### src/include/prrp_consts.svh
// Register word indices, field positions and reset values of the block
`ifndef PRRP_CONSTS_SVH
`define PRRP_CONSTS_SVH

`define PRRP_OFF_ROUTE      8'h64
`define PRRP_OFF_OUTLVL     8'h65
`define PRRP_OFF_OUTINV     8'h66
`define PRRP_OFF_DIEID      8'h67
`define PRRP_OFF_PWR        8'h68
`define PRRP_OFF_AMUTE      8'h69
`define PRRP_OFF_PHASE      8'h6a
`define PRRP_OFF_SS0        8'h6b
`define PRRP_OFF_SS1        8'h6c
`define PRRP_OFF_STRAP      8'h80

`define PRRP_RST_BYTE       8'h00
// Arbitrary die identity value
`define PRRP_CHIP_IDENTITY_CODE 8'h5a

`define PRRP_RT_MISO_POS    6
`define PRRP_RT_SYNC_POS    4
`define PRRP_RT_RESET_POS   2
`define PRRP_RT_MUTE_POS    0

`define PRRP_PH_SEL_POS     2
`define PRRP_PH_SRC_POS     1
`define PRRP_PH_EN_POS      0

`define PRRP_SS_DIV2_POS    5
`define PRRP_SS_MAN_POS     4
`define PRRP_SS_RDM_POS     1
`define PRRP_SS_TRI_POS     0

`define PRRP_PIN_MASK       8'h07
`define PRRP_PHASE_STEP_DEG 45

`endif

### src/include/prrp_pkg.sv
// Types of the pin/ramp block
package prrp_pkg;

  typedef enum logic [1:0] {
    PRRP_PWR_DEEP  = 2'b00,
    PRRP_PWR_SLEEP = 2'b01,
    PRRP_PWR_HIZ   = 2'b10,
    PRRP_PWR_PLAY  = 2'b11
  } prrp_pwr_t;

  typedef struct packed {
    logic [7:0]  route;
    logic [7:0]  outLvl;
    logic [7:0]  outInv;
    logic [7:0]  phase;
    logic [7:0]  ss0;
    logic [7:0]  ss1;
    logic [2:0]  pinS1;
    logic [2:0]  pinS2;
    logic [2:0]  pinS3;
    logic [2:0]  pinStable;
    logic [1:0]  muteSync;
    logic [1:0]  amuteSync;
    logic [1:0]  amuteS3;
    logic [1:0]  amuteStable;
    logic [1:0]  pwrS1;
    logic [1:0]  pwrSync;
    logic [1:0]  pwrS3;
    prrp_pwr_t   pwrStable;
    logic        dataPh;
    logic        dataWr;
    logic [7:0]  dataAddr;
    logic [31:0] hrdata;
    logic [2:0]  pinOut;
    logic        misoIn;
    logic        syncIn;
    logic        resetReq;
    logic        hizReq;
    logic [1:0]  rampPhase;
    logic        syncEn;
    logic        syncInternal;
    logic        ssManual;
    logic        ssDiv2;
    logic        ssRandom;
    logic        ssTriangle;
  } prrp_state_t;

endpackage : prrp_pkg

### src/prrp_regs.sv
// Pin routing, ramp phase and spread-spectrum register group
// What this block does
// - Two-bit routing picks none, pin0, pin1, pin2
// - Routed mute pin forces high-impedance output
// - Invert bits flip driven levels of pins
// - Power report codes deep, sleep, hiz, play
// - Bit 1 shows right channel auto mute
// - Bit 0 shows left channel auto mute
// - Phase select picks ramp phase 0 to 3
// - Sync source bit: 0 pin, 1 internal
// - Bit 0 is the phase sync enable, passed out as is; sync pin routed regardless
// - Manual mode bit 5 selects PLL divided
// - Bit 4 selects manual spread-spectrum mode
`timescale 1ns/1ps
`default_nettype none
`include "prrp_consts.svh"

module prrp_regs (
  input  wire logic        mclk,
  input  wire logic        rst,
  input  wire logic        hsel,
  input  wire logic [31:0] haddr,
  input  wire logic [1:0]  htrans,
  input  wire logic        hwrite,
  input  wire logic [2:0]  hsize,
  input  wire logic [31:0] hwdata,
  input  wire logic        hready,
  output logic             hreadyout,
  output logic             hresp,
  output logic [31:0]      hrdata,
  input  wire logic [2:0]  pinIn,
  input  wire logic [1:0]  autoMuteIn,
  input  wire logic [1:0]  powerStateIn,
  output logic [2:0]       pinOutLevel,
  output logic             misoData,
  output logic             phaseSyncPin,
  output logic             pinResetReq,
  output logic             hizReq,
  output logic [1:0]       rampPhase,
  output logic             phaseSyncEn,
  output logic             phaseSyncInternal,
  output logic             ssManual,
  output logic             ssPllDiv2,
  output logic             ssRandomEn,
  output logic             ssTriangleEn
);

  prrp_pkg::prrp_state_t st_reg;
  prrp_pkg::prrp_state_t st_next;

  logic       addrTake;
  logic [7:0] rdByte;

  // Pin picked by a two-bit routing code
  function automatic logic pickPin(input logic [1:0] code,
                                   input logic [2:0] pins);
    logic r;
    r = 1'b0;
    case (code)
      2'b01:   r = pins[0];
      2'b10:   r = pins[1];
      2'b11:   r = pins[2];
      default: r = 1'b0;
    endcase
    return r;
  endfunction : pickPin

  assign addrTake = hsel && hready && htrans[1];

  always_comb
  begin
    st_next = st_reg;
    // Pin inputs: three stages, accept when stages two and three agree
    st_next.pinS1 = pinIn;
    st_next.pinS2 = st_reg.pinS1;
    st_next.pinS3 = st_reg.pinS2;
    for (int i = 0; i < 3; i++)
    begin
      if (st_reg.pinS2[i] == st_reg.pinS3[i])
      begin
        st_next.pinStable[i] = st_reg.pinS3[i];
      end
    end
    st_next.muteSync  = autoMuteIn;
    st_next.amuteSync = st_reg.muteSync;
    st_next.amuteS3   = st_reg.amuteSync;
    if (st_reg.amuteSync == st_reg.amuteS3)
    begin
      st_next.amuteStable = st_reg.amuteS3;
    end
    st_next.pwrS1   = powerStateIn;
    st_next.pwrSync = st_reg.pwrS1;
    st_next.pwrS3   = st_reg.pwrSync;
    if (st_reg.pwrSync == st_reg.pwrS3)
    begin
      st_next.pwrStable = prrp_pkg::prrp_pwr_t'(st_reg.pwrS3);
    end
    // Read mux
    case (st_reg.dataAddr)
      `PRRP_OFF_ROUTE:  rdByte = st_reg.route;
      `PRRP_OFF_OUTLVL: rdByte = st_reg.outLvl;
      `PRRP_OFF_OUTINV: rdByte = st_reg.outInv;
      `PRRP_OFF_DIEID:  rdByte = `PRRP_CHIP_IDENTITY_CODE;
      `PRRP_OFF_PWR:    rdByte = {6'h00, st_reg.pwrStable};
      `PRRP_OFF_AMUTE:  rdByte = {6'h00, st_reg.amuteStable};
      `PRRP_OFF_PHASE:  rdByte = st_reg.phase;
      `PRRP_OFF_SS0:    rdByte = st_reg.ss0;
      `PRRP_OFF_SS1:    rdByte = st_reg.ss1;
      default:          rdByte = 8'h00;
    endcase

    // Bus data phase
    st_next.hrdata = 32'h0000_0000;
    if (st_reg.dataPh && st_reg.dataWr)
    begin
      case (st_reg.dataAddr)
        `PRRP_OFF_ROUTE:  st_next.route  = hwdata[7:0];
        `PRRP_OFF_OUTLVL: st_next.outLvl = hwdata[7:0];
        `PRRP_OFF_OUTINV: st_next.outInv = hwdata[7:0];
        `PRRP_OFF_PHASE:  st_next.phase  = hwdata[7:0];
        `PRRP_OFF_SS0:    st_next.ss0    = hwdata[7:0];
        `PRRP_OFF_SS1:    st_next.ss1    = hwdata[7:0];
        default:          st_next.ss1    = st_reg.ss1;
      endcase
    end
    st_next.dataPh   = addrTake;
    st_next.dataWr   = addrTake && hwrite;
    st_next.dataAddr = addrTake ? haddr[9:2] : st_reg.dataAddr;
    if (addrTake && !hwrite)
    begin
      case (haddr[9:2])
        `PRRP_OFF_ROUTE:  st_next.hrdata = {24'h0, st_next.route};
        `PRRP_OFF_OUTLVL: st_next.hrdata = {24'h0, st_next.outLvl};
        `PRRP_OFF_OUTINV: st_next.hrdata = {24'h0, st_next.outInv};
        `PRRP_OFF_DIEID:  st_next.hrdata = {24'h0, `PRRP_CHIP_IDENTITY_CODE};
        `PRRP_OFF_PWR:    st_next.hrdata = {30'h0, st_next.pwrStable};
        `PRRP_OFF_AMUTE:  st_next.hrdata = {30'h0, st_next.amuteStable};
        `PRRP_OFF_PHASE:  st_next.hrdata = {24'h0, st_next.phase};
        `PRRP_OFF_SS0:    st_next.hrdata = {24'h0, st_next.ss0};
        `PRRP_OFF_SS1:    st_next.hrdata = {24'h0, st_next.ss1};
        default:          st_next.hrdata = {24'h0, rdByte & 8'h00};
      endcase
    end

    // Outputs from the committed registers
    st_next.pinOut = (st_next.outLvl[2:0] ^ st_next.outInv[2:0]);
    st_next.misoIn = pickPin(st_next.route[`PRRP_RT_MISO_POS +: 2],
                             st_reg.pinStable);
    st_next.syncIn = pickPin(st_next.route[`PRRP_RT_SYNC_POS +: 2],
                             st_reg.pinStable);
    // Reset and mute pins are active low
    st_next.resetReq = (st_next.route[`PRRP_RT_RESET_POS +: 2] != 2'b00) &&
      !pickPin(st_next.route[`PRRP_RT_RESET_POS +: 2],
               st_reg.pinStable);
    st_next.hizReq = (st_next.route[`PRRP_RT_MUTE_POS +: 2] != 2'b00) &&
      !pickPin(st_next.route[`PRRP_RT_MUTE_POS +: 2],
               st_reg.pinStable);
    st_next.rampPhase    = st_next.phase[`PRRP_PH_SEL_POS +: 2];
    st_next.syncEn       = st_next.phase[`PRRP_PH_EN_POS];
    st_next.syncInternal = st_next.phase[`PRRP_PH_SRC_POS];
    st_next.ssManual     = st_next.ss0[`PRRP_SS_MAN_POS];
    st_next.ssDiv2       = st_next.ss0[`PRRP_SS_MAN_POS] &&
                           st_next.ss0[`PRRP_SS_DIV2_POS];
    st_next.ssRandom     = st_next.ss0[`PRRP_SS_RDM_POS];
    st_next.ssTriangle   = st_next.ss0[`PRRP_SS_TRI_POS];
  end

  always_ff @(posedge mclk)
  begin
    if (rst)
    begin
      st_reg <= '0;
    end
    else
    begin
      st_reg <= st_next;
    end
  end

  assign hreadyout         = 1'b1;
  assign hresp             = 1'b0;
  assign hrdata            = st_reg.hrdata;
  assign pinOutLevel       = st_reg.pinOut;
  assign misoData          = st_reg.misoIn;
  assign phaseSyncPin      = st_reg.syncIn;
  assign pinResetReq       = st_reg.resetReq;
  assign hizReq            = st_reg.hizReq;
  assign rampPhase         = st_reg.rampPhase;
  assign phaseSyncEn       = st_reg.syncEn;
  assign phaseSyncInternal = st_reg.syncInternal;
  assign ssManual          = st_reg.ssManual;
  assign ssPllDiv2         = st_reg.ssDiv2;
  assign ssRandomEn        = st_reg.ssRandom;
  assign ssTriangleEn      = st_reg.ssTriangle;

  // Checks
  property p_inv;
    @(posedge mclk) disable iff (rst)
      pinOutLevel == (st_reg.outLvl[2:0] ^ st_reg.outInv[2:0]);
  endproperty
  a_inv: assert property (p_inv)
    else $error("pin invert wrong");

  property p_out_reg;
    @(posedge mclk) disable iff (rst)
      (st_reg.outInv[2:0] == 3'h0) |-> pinOutLevel == st_reg.outLvl[2:0];
  endproperty
  a_out_reg: assert property (p_out_reg)
    else $error("pin level not from register");

  property p_hiz;
    @(posedge mclk) disable iff (rst)
      (st_reg.route[1:0] == 2'h0) |-> !hizReq;
  endproperty
  a_hiz: assert property (p_hiz)
    else $error("hiz without mute pin");

  property p_hiz_pin;
    @(posedge mclk) disable iff (rst)
      (st_reg.route[1:0] == 2'h1 && !$past(st_reg.pinStable[0]))
        |-> hizReq;
  endproperty
  a_hiz_pin: assert property (p_hiz_pin)
    else $error("low mute pin without hiz");

  property p_route_none;
    @(posedge mclk) disable iff (rst)
      (st_reg.route[5:4] == 2'h0) |-> !phaseSyncPin;
  endproperty
  a_route_none: assert property (p_route_none)
    else $error("sync pin routed on code 00");

  property p_miso_none;
    @(posedge mclk) disable iff (rst)
      (st_reg.route[7:6] == 2'h0) |-> !misoData;
  endproperty
  a_miso_none: assert property (p_miso_none)
    else $error("data-in pin routed on code 00");

  property p_reset_none;
    @(posedge mclk) disable iff (rst)
      (st_reg.route[3:2] == 2'h0) |-> !pinResetReq;
  endproperty
  a_reset_none: assert property (p_reset_none)
    else $error("reset pin routed on code 00");

  property p_miso_pick;
    @(posedge mclk) disable iff (rst)
      (st_reg.route[7:6] == 2'h3)
        |-> misoData == $past(st_reg.pinStable[2]);
  endproperty
  a_miso_pick: assert property (p_miso_pick)
    else $error("data-in not from pin 2");

  property p_sync_pick;
    @(posedge mclk) disable iff (rst)
      (st_reg.route[5:4] == 2'h2)
        |-> phaseSyncPin == $past(st_reg.pinStable[1]);
  endproperty
  a_sync_pick: assert property (p_sync_pick)
    else $error("sync input not from pin 1");

  property p_pwr_rd;
    @(posedge mclk) disable iff (rst)
      (st_reg.dataPh && !st_reg.dataWr && st_reg.dataAddr == `PRRP_OFF_PWR)
        |-> hrdata == {30'h0, st_reg.pwrStable};
  endproperty
  a_pwr_rd: assert property (p_pwr_rd)
    else $error("power report read wrong");

  property p_amute_rd;
    @(posedge mclk) disable iff (rst)
      (st_reg.dataPh && !st_reg.dataWr && st_reg.dataAddr == `PRRP_OFF_AMUTE)
        |-> hrdata == {30'h0, st_reg.amuteStable};
  endproperty
  a_amute_rd: assert property (p_amute_rd)
    else $error("auto mute read wrong");

  property p_phase;
    @(posedge mclk) disable iff (rst)
      rampPhase == st_reg.phase[3:2];
  endproperty
  a_phase: assert property (p_phase)
    else $error("ramp phase wrong");

  property p_sync_en;
    @(posedge mclk) disable iff (rst)
      phaseSyncEn == st_reg.phase[0];
  endproperty
  a_sync_en: assert property (p_sync_en)
    else $error("sync enable wrong");

  property p_sync_src;
    @(posedge mclk) disable iff (rst)
      phaseSyncInternal == st_reg.phase[1];
  endproperty
  a_sync_src: assert property (p_sync_src)
    else $error("sync source wrong");

  property p_div2;
    @(posedge mclk) disable iff (rst)
      ssPllDiv2 |-> ssManual;
  endproperty
  a_div2: assert property (p_div2)
    else $error("div2 outside manual");

  property p_ss;
    @(posedge mclk) disable iff (rst)
      ssRandomEn == st_reg.ss0[1] && ssTriangleEn == st_reg.ss0[0];
  endproperty
  a_ss: assert property (p_ss)
    else $error("spread enables wrong");

  property p_man;
    @(posedge mclk) disable iff (rst)
      ssManual == st_reg.ss0[4];
  endproperty
  a_man: assert property (p_man)
    else $error("manual mode wrong");

endmodule : prrp_regs
`default_nettype wire

### config.mk
export PLATFORM = sky130hd
export DESIGN_NAME = prrp_regs
export DESIGN_NICKNAME = d
export VERILOG_FILES = /design/src/include/prrp_pkg.sv /design/src/prrp_regs.sv
export VERILOG_INCLUDE_DIRS = /design/src /design/src/include
export SDC_FILE = /design/constraint.sdc
export NUM_CORES = 1
export LEC_CHECK = 0
export ABC_CLOCK_PERIOD_IN_PS = 2700
export BUFFER_PORTS_ARGS = -buffer_cell sky130_fd_sc_hd__buf_2
export CELL_PAD_IN_SITES_DETAIL_PLACEMENT = 1
export CELL_PAD_IN_SITES_GLOBAL_PLACEMENT = 1
export CORE_ASPECT_RATIO = 1.25
export CORE_MARGIN = 2
export CORE_UTILIZATION = 39
export CTS_CLUSTER_DIAMETER = 60
export CTS_CLUSTER_SIZE = 10
export DETAILED_ROUTE_END_ITERATION = 16
export PLACE_DENSITY_LB_ADDON = 0.1
export SETUP_SLACK_MARGIN = 0.15
export SLEW_MARGIN = 20
export SYNTH_ARGS = -nofsm -noshare
export SYNTH_HDL_FRONTEND = slang
export SYNTH_SLANG_ARGS = --single-unit
### constraint.sdc
create_clock -name mclk -period 2.7 [get_ports mclk]
set_clock_uncertainty 0.15 [all_clocks]
set_input_delay 0.135 -clock mclk [delete_from_list [all_inputs] [get_ports mclk]]
set_output_delay 0.135 -clock mclk [all_outputs]
set_load 0.05 [all_outputs]
==> impl_metrics.tcl, run 1 <==
set metrics [dict create \
    status "finished, violations left" \
    violations "negative hold slack" \
    fin_crit_ns 2.54 \
    path_clk_slew_ns 0.07 \
    grt_overflow_total 0 \
    finalNetCount 675 \
    drtAntennaViolNets 0 \
    timing.final.crit_share 0.939 \
    drtIter0Drc 168 \
    grt_usage 0.219 \
    first_global_vias 4158 \
    ys_seq_elements 102 \
    insertion_delay_ns 0.35 \
    layout_common_cells "99 x dfxtp_1, 51 x buf_2, 43 x a21oi_1" \
    setup_viol 0 \
    synth_cell_types 52 \
    final.setup.worst_slack_ns 0.164 \
    slowest_stage "or4_4" \
    wl_per_cell_um 18.1 \
    wirelength_um 13800 \
    crit_end "hrdata[3]$_SDFF_PP0_" \
    fmax_mhz 394 \
    dp.final_hpwl_um 9700 \
    cts_tree "built" \
    slew_headroom 0.316 \
    port_buffers 51 \
    r2r_setup_slack_ns 0.16 \
    min_path_type "in2reg" \
    crit_start "st_reg[48]$_SDFFE_PP0P_" \
    root_buffer "clkbuf_16" \
    vias 4032 \
    syn_area_per_cell_sq_um 8.83 \
    reg2reg_depth 5 \
    arrival_ns 2.62 \
    core_sq_um 12000 \
    cp_num_buf_inv 0 \
    final.setup.tns_ns 0 \
    yosysWarningCount 0 \
    irDropWorstVdd_mv 0.341 \
    synth_area_sq_um 4730 \
    p_leak_nw 2.20 \
    route.detailed.drc 0 \
    via_per_inst 5.29 \
    required_ns 2.79 \
    final_core_util 0.466 \
    grt_antenna_before_repair 0 \
    synth-edff-count 0 \
    fp-row-count 45 \
    layout_commonest_cell "dfxtp_1" \
    initial_core_util 0.395 \
    critPathTopFamily "simple AND/OR/NAND/NOR gates" \
    path_depth 5 \
    gp_congestion 0.904 \
    worst_slew_pin_slew_ns 1.03 \
    die_h_um 127 \
    pin_count 130 \
    crit_type "reg2reg" \
    num-fill-cells 1422 \
    clockBufferDepth 2 \
    worstPathMaxFanout 8 \
    grt_pass1_wl_um 21700 \
    yosysSeqAreaShare 0.431 \
    path_cells "or3b_4 > or4_4 > mux2_4 > o2111a_2 > o31a_1" \
    dr.pass1.iters 4 \
    area_growth_syn_to_layout_pct 18.0 \
    pwr_density_cell_nw_per_um2 562 \
    synth_ff_type "dfxtp_1" \
    numCtsBuffers 9 \
    slowest_delay_ns 0.61 \
    drive_above_1_share 0.189 \
    pre_cts_slack_ns 0.0884 \
    fp.dieArea_sq_um 13000 \
    cp-end-kind "flip-flop" \
    place_area_sq_um 5000 \
    h-tree-depth 3 \
    die_w_um 103 \
    finalInstanceArea_sq_um 5590 \
    drv_cap 0 \
    n_antenna_cell 0 \
    reg2reg_to "hrdata[3]$_SDFF_PP0_" \
    rsz0062_at_grt "true" \
    synthArstFlopShare 0 \
    netlist_instances 536 \
    hold_ws_ns -0.00449 \
    cts_sinks 102 \
    finalHoldViolCount 1 \
    drv_slew 0 \
    worst_setup_path_start_kind "flip-flop" \
    r2r-start "st_reg[48]$_SDFFE_PP0P_" \
    largest_reg_flops 72 \
    grt_start_max_net_pins 93 \
]
## per-layer routing
layer,track usage,vias to the layer above,part of all wire
li1,-,1945,-
met1,0.267,1965,0.43
met2,0.377,99,0.51
met3,0.0197,23,0.032
met4,0.115,0,0.035
met5,0,-,0
## final cells by class
class	instances	area, sq um	area share
Inverter	14	52.6	0.00941
Clock inverter	6	87.6	0.0157
Sequential cell	102	2050	0.368
Tap cell	164	205	0.0367
Timing Repair Buffer	93	616	0.110
Multi-Input combinational cell	374	2350	0.420
Clock buffer	9	225	0.0403
## worst register-to-register path, cell delays in order (launching register included)
cell      delay [ns]
dfxtp_4         0.35
or3b_4          0.39
or4_4           0.61
mux2_4          0.37
o2111a_2        0.30
o31a_1          0.24
## metrics by stage
stage	std cells	power [mW]	hold slack [ns]
after global placement	722	1.77	0.195
after floorplan	560	1.74	0.0764
after CTS	755	3.18	0.00569
final	762	3.14	-0.00449
after global routing	762	3.25	0.0119
after detailed placement	722	1.78	0.200
## how the worst min path moves through the flow
stage | startpoint | slack, ns | to | depth (start not counted)
2_1_floorplan | rst | 0.08 | st_reg[56]$_SDFF_PP0_ | 1
3_3_place_gp | powerStateIn[0] | 0.19 | st_next[61]$_SDFF_PP0_ | 2
3_5_place_dp | rst | 0.20 | st_reg[56]$_SDFF_PP0_ | 2
4_1_cts | haddr[3] | 0.006 | st_reg[48]$_SDFFE_PP0P_ | 3
5_1_grt | haddr[3] | 0.01 | st_reg[48]$_SDFFE_PP0P_ | 3
6_report | haddr[3] | -0.004 | st_reg[48]$_SDFFE_PP0P_ | 3
## logic make-up after synthesis
| logic type | Yosys count | synth area share |
|---|---|---|
| simple gates | 188 | 0.216 |
| xor+xnor | 8 | 0.0148 |
| compound gates | 114 | 0.153 |
| other cells | 2 | 0.00159 |
| buf+inv | 84 | 0.101 |
| flops | 102 | 0.431 |
| mux | 38 | 0.0822 |
## cell usage after synthesis, drive strengths merged (4+ instances only)
master  number  area share
o211ai       8       0.013
o31ai       12       0.019
nand2       39       0.031
a21oi       44       0.047
nand4       17       0.022
nand3       15       0.016
o22a         6       0.011
nor2b       28       0.037
buf         47       0.072
mux2         4       0.010
and2         7      0.0092
clkbuf      23       0.018
xnor2        5      0.0092
nor4bb       4      0.0085
o31a         5      0.0092
o22ai        9       0.012
nor2        42       0.033
nor4         6       0.011
nand3b       6      0.0095
and3         5      0.0066
o21ai       15       0.016
dfxtp      102        0.43
inv         14       0.011
mux2i       34       0.072
## where the power goes
part	leakage (nW)	internal (mW)	switching, mW	total [mW]
sequential	0.828	1.52	0.0123	1.53
clock	0.155	0.807	0.570	1.38
combinational	1.21	0.0643	0.168	0.232
total	2.20	2.39	0.750	3.14
## what timing repair did
item / in CTS / in global routing
setup buffers: 0 / 7
endpoints found under the hold margin: 18 / 0
hold buffers: 18 / 0
pin swaps: 0 / 3
gates resized for setup: 1 / 12
endpoints found under the setup margin: 1 / 7
No activity file was read; power rests on OpenSTA's default activity.
==> run 2: changes to the inputs <==
- RECOVER_POWER: default -> 100
==> run 2 against run 1 <==
The flow finishes with violations (max-capacitance violations, max-slew violations). Clock power barely moved. Sequential power hardly changed. Cell area fell by 1.2%. Sequential cell count is the same. Core utilization fell by 0.56 points. Worst hold slack better by 0.0088 ns. Clock-buffer cell count stayed put. Global-route usage unchanged. Die area unchanged. Final cell count unchanged.
==> impl_metrics.tcl, run 2 (synthesis gave the netlist of run 1 again) <==
set metrics [dict create \
    fmax_mhz 394 \
    drtIter0Drc 168 \
    port_buffers 51 \
    worst_slew_pin_slew_ns 1.97 \
    seqPwrFrac 0.488 \
    drive_above_1_share 0.137 \
    pwr_density_cell_nw_per_um2 569 \
    p_sw_mw 0.748 \
    min_path_type "in2reg" \
    pwr-share-comb 0.074 \
    switching_share 0.238 \
    worst_setup_path_start_kind "flip-flop" \
    first_global_vias 4158 \
    required_ns 2.78 \
    rsz0062_at_grt "true" \
    largest_reg_flops 72 \
    layout_common_cells "100 x dfxtp_1, 43 x a21oi_1, 42 x nor2_1" \
    layout_commonest_cell "dfxtp_1" \
    grt_start_max_net_pins 93 \
    wirelength_um 13800 \
    p_leak_nw 2.08 \
    slew_headroom -0.314 \
    finalInstanceArea_sq_um 5520 \
    clockPowerShare 0.438 \
    vias 4044 \
    pin_count 130 \
    fin_crit_ns 2.54 \
    clockBufferDepth 2 \
    final.setup.tns_ns 0 \
    initial_core_util 0.395 \
    grt_overflow_total 0 \
    path_clk_slew_ns 0.06 \
    multi_input_area_sq_um 2330 \
    setup_viol 0 \
    slowest_delay_ns 0.62 \
    seq_area_sq_um 2050 \
    grt_pass1_wl_um 21700 \
    fp.dieArea_sq_um 13000 \
    status "finished, violations left" \
    critPathTopFamily "simple AND/OR/NAND/NOR gates" \
    insertion_delay_ns 0.35 \
    via_per_inst 5.31 \
    drv_cap 1 \
    irDropWorstVdd_mv 0.341 \
    route.detailed.drc 0 \
    dp.final_hpwl_um 9700 \
    root_buffer "clkbuf_16" \
    numCtsBuffers 9 \
    violations "max-capacitance violations, max-slew violations" \
    wl_per_cell_um 18.0 \
    finalHoldViolCount 0 \
    fp-row-count 45 \
    area_growth_syn_to_layout_pct 16.6 \
    finalNetCount 675 \
    cts_tree "built" \
    crit_type "reg2reg" \
    worstPathMaxFanout 8 \
    drtAntennaViolNets 0 \
    cts_sinks 102 \
    die_h_um 127 \
    grt_antenna_before_repair 0 \
    gp_congestion 0.904 \
    cp-end-kind "flip-flop" \
    arrival_ns 2.62 \
    grt_usage 0.219 \
    core_sq_um 12000 \
    path_cells "or3b_1 > or4_4 > mux2_4 > or3_4 > a21oi_4" \
    cp_num_buf_inv 0 \
    dr.pass1.iters 4 \
    p_int_mw 2.39 \
    timing.final.crit_share 0.941 \
    place_area_sq_um 5000 \
    num-fill-cells 1437 \
    die_w_um 103 \
    n_antenna_cell 0 \
    h-tree-depth 3 \
    final_core_util 0.460 \
    drv_slew 93 \
    slowest_stage "or4_4" \
]
run 2: cell types whose count changed in the layout (fill, tap and decap cells not counted), moves of 2 or more:
cell / change
buf_4: -6
clkbuf_2: +3
clkbuf_1: +25
and2_1: -2
buf_2: -23
and2_0: +2
run 2: cell type report:
type                            count  share of cell area
Multi-Input combinational cell    374               0.422
Sequential cell                   102               0.371
Timing Repair Buffer               93               0.104
Clock buffer                        9              0.0408
Tap cell                          164              0.0372
Clock inverter                      6              0.0159
Inverter                           14             0.00952
run 2: metal layers:
layer	wire length [um]	global-route usage	part of all wire	up-vias
met4	569	0.115	0.041	0
met3	400	0.0197	0.029	29
li1	-	-	-	1946
met1	5920	0.267	0.43	1978
met5	0	0	0	-
met2	6870	0.377	0.50	91
run 2: timing repair:
item / CTS / global route
endpoints found under the setup margin: 1 / 7
gates cloned: 0 / 0
hold endpoints to repair: 18 / 0
pin swaps: 0 / 3
setup buffers: 0 / 7
gates resized for setup: 1 / 12
hold buffers: 18 / 0
run 2: path summary, 6_finish.rpt:
path	cells after the start	to	slack (ns)	startpoint
setup / recovery	5	pinResetReq$_SDFF_PP0_	0.16	st_reg[48]$_SDFFE_PP0P_
hold / removal	2	pinOutLevel[0]$_SDFF_PP0_	0.004	hwdata[0]
setup reg to reg	5	pinResetReq$_SDFF_PP0_	0.16	st_reg[48]$_SDFFE_PP0P_
hold reg to reg	1	st_next[59]$_SDFF_PP0_	0.29	st_next[61]$_SDFF_PP0_
run 2: per-stage QoR:
stage	instances	hold slack (ns)	setup WS (ns)	total power [mW]
finish	762	0.00434	0.160	3.14
global route	762	0.0213	0.0746	3.25
CTS	755	0.00569	0.135	3.18
detailed placement	722	0.200	0.0884	1.78
global placement	722	0.195	0.0992	1.77
floorplan	560	0.0764	0.256	1.74
run 2: power groups by stage:
stage          clock network [mW]  registers, mW  logic [mW]
2_1_floorplan                   0           1.56       0.179
3_3_place_gp                    0           1.57       0.204
3_5_place_dp                    0           1.57       0.207
4_1_cts                      1.42           1.53       0.227
5_1_grt                      1.47           1.53       0.248
6_report                     1.38           1.53       0.231
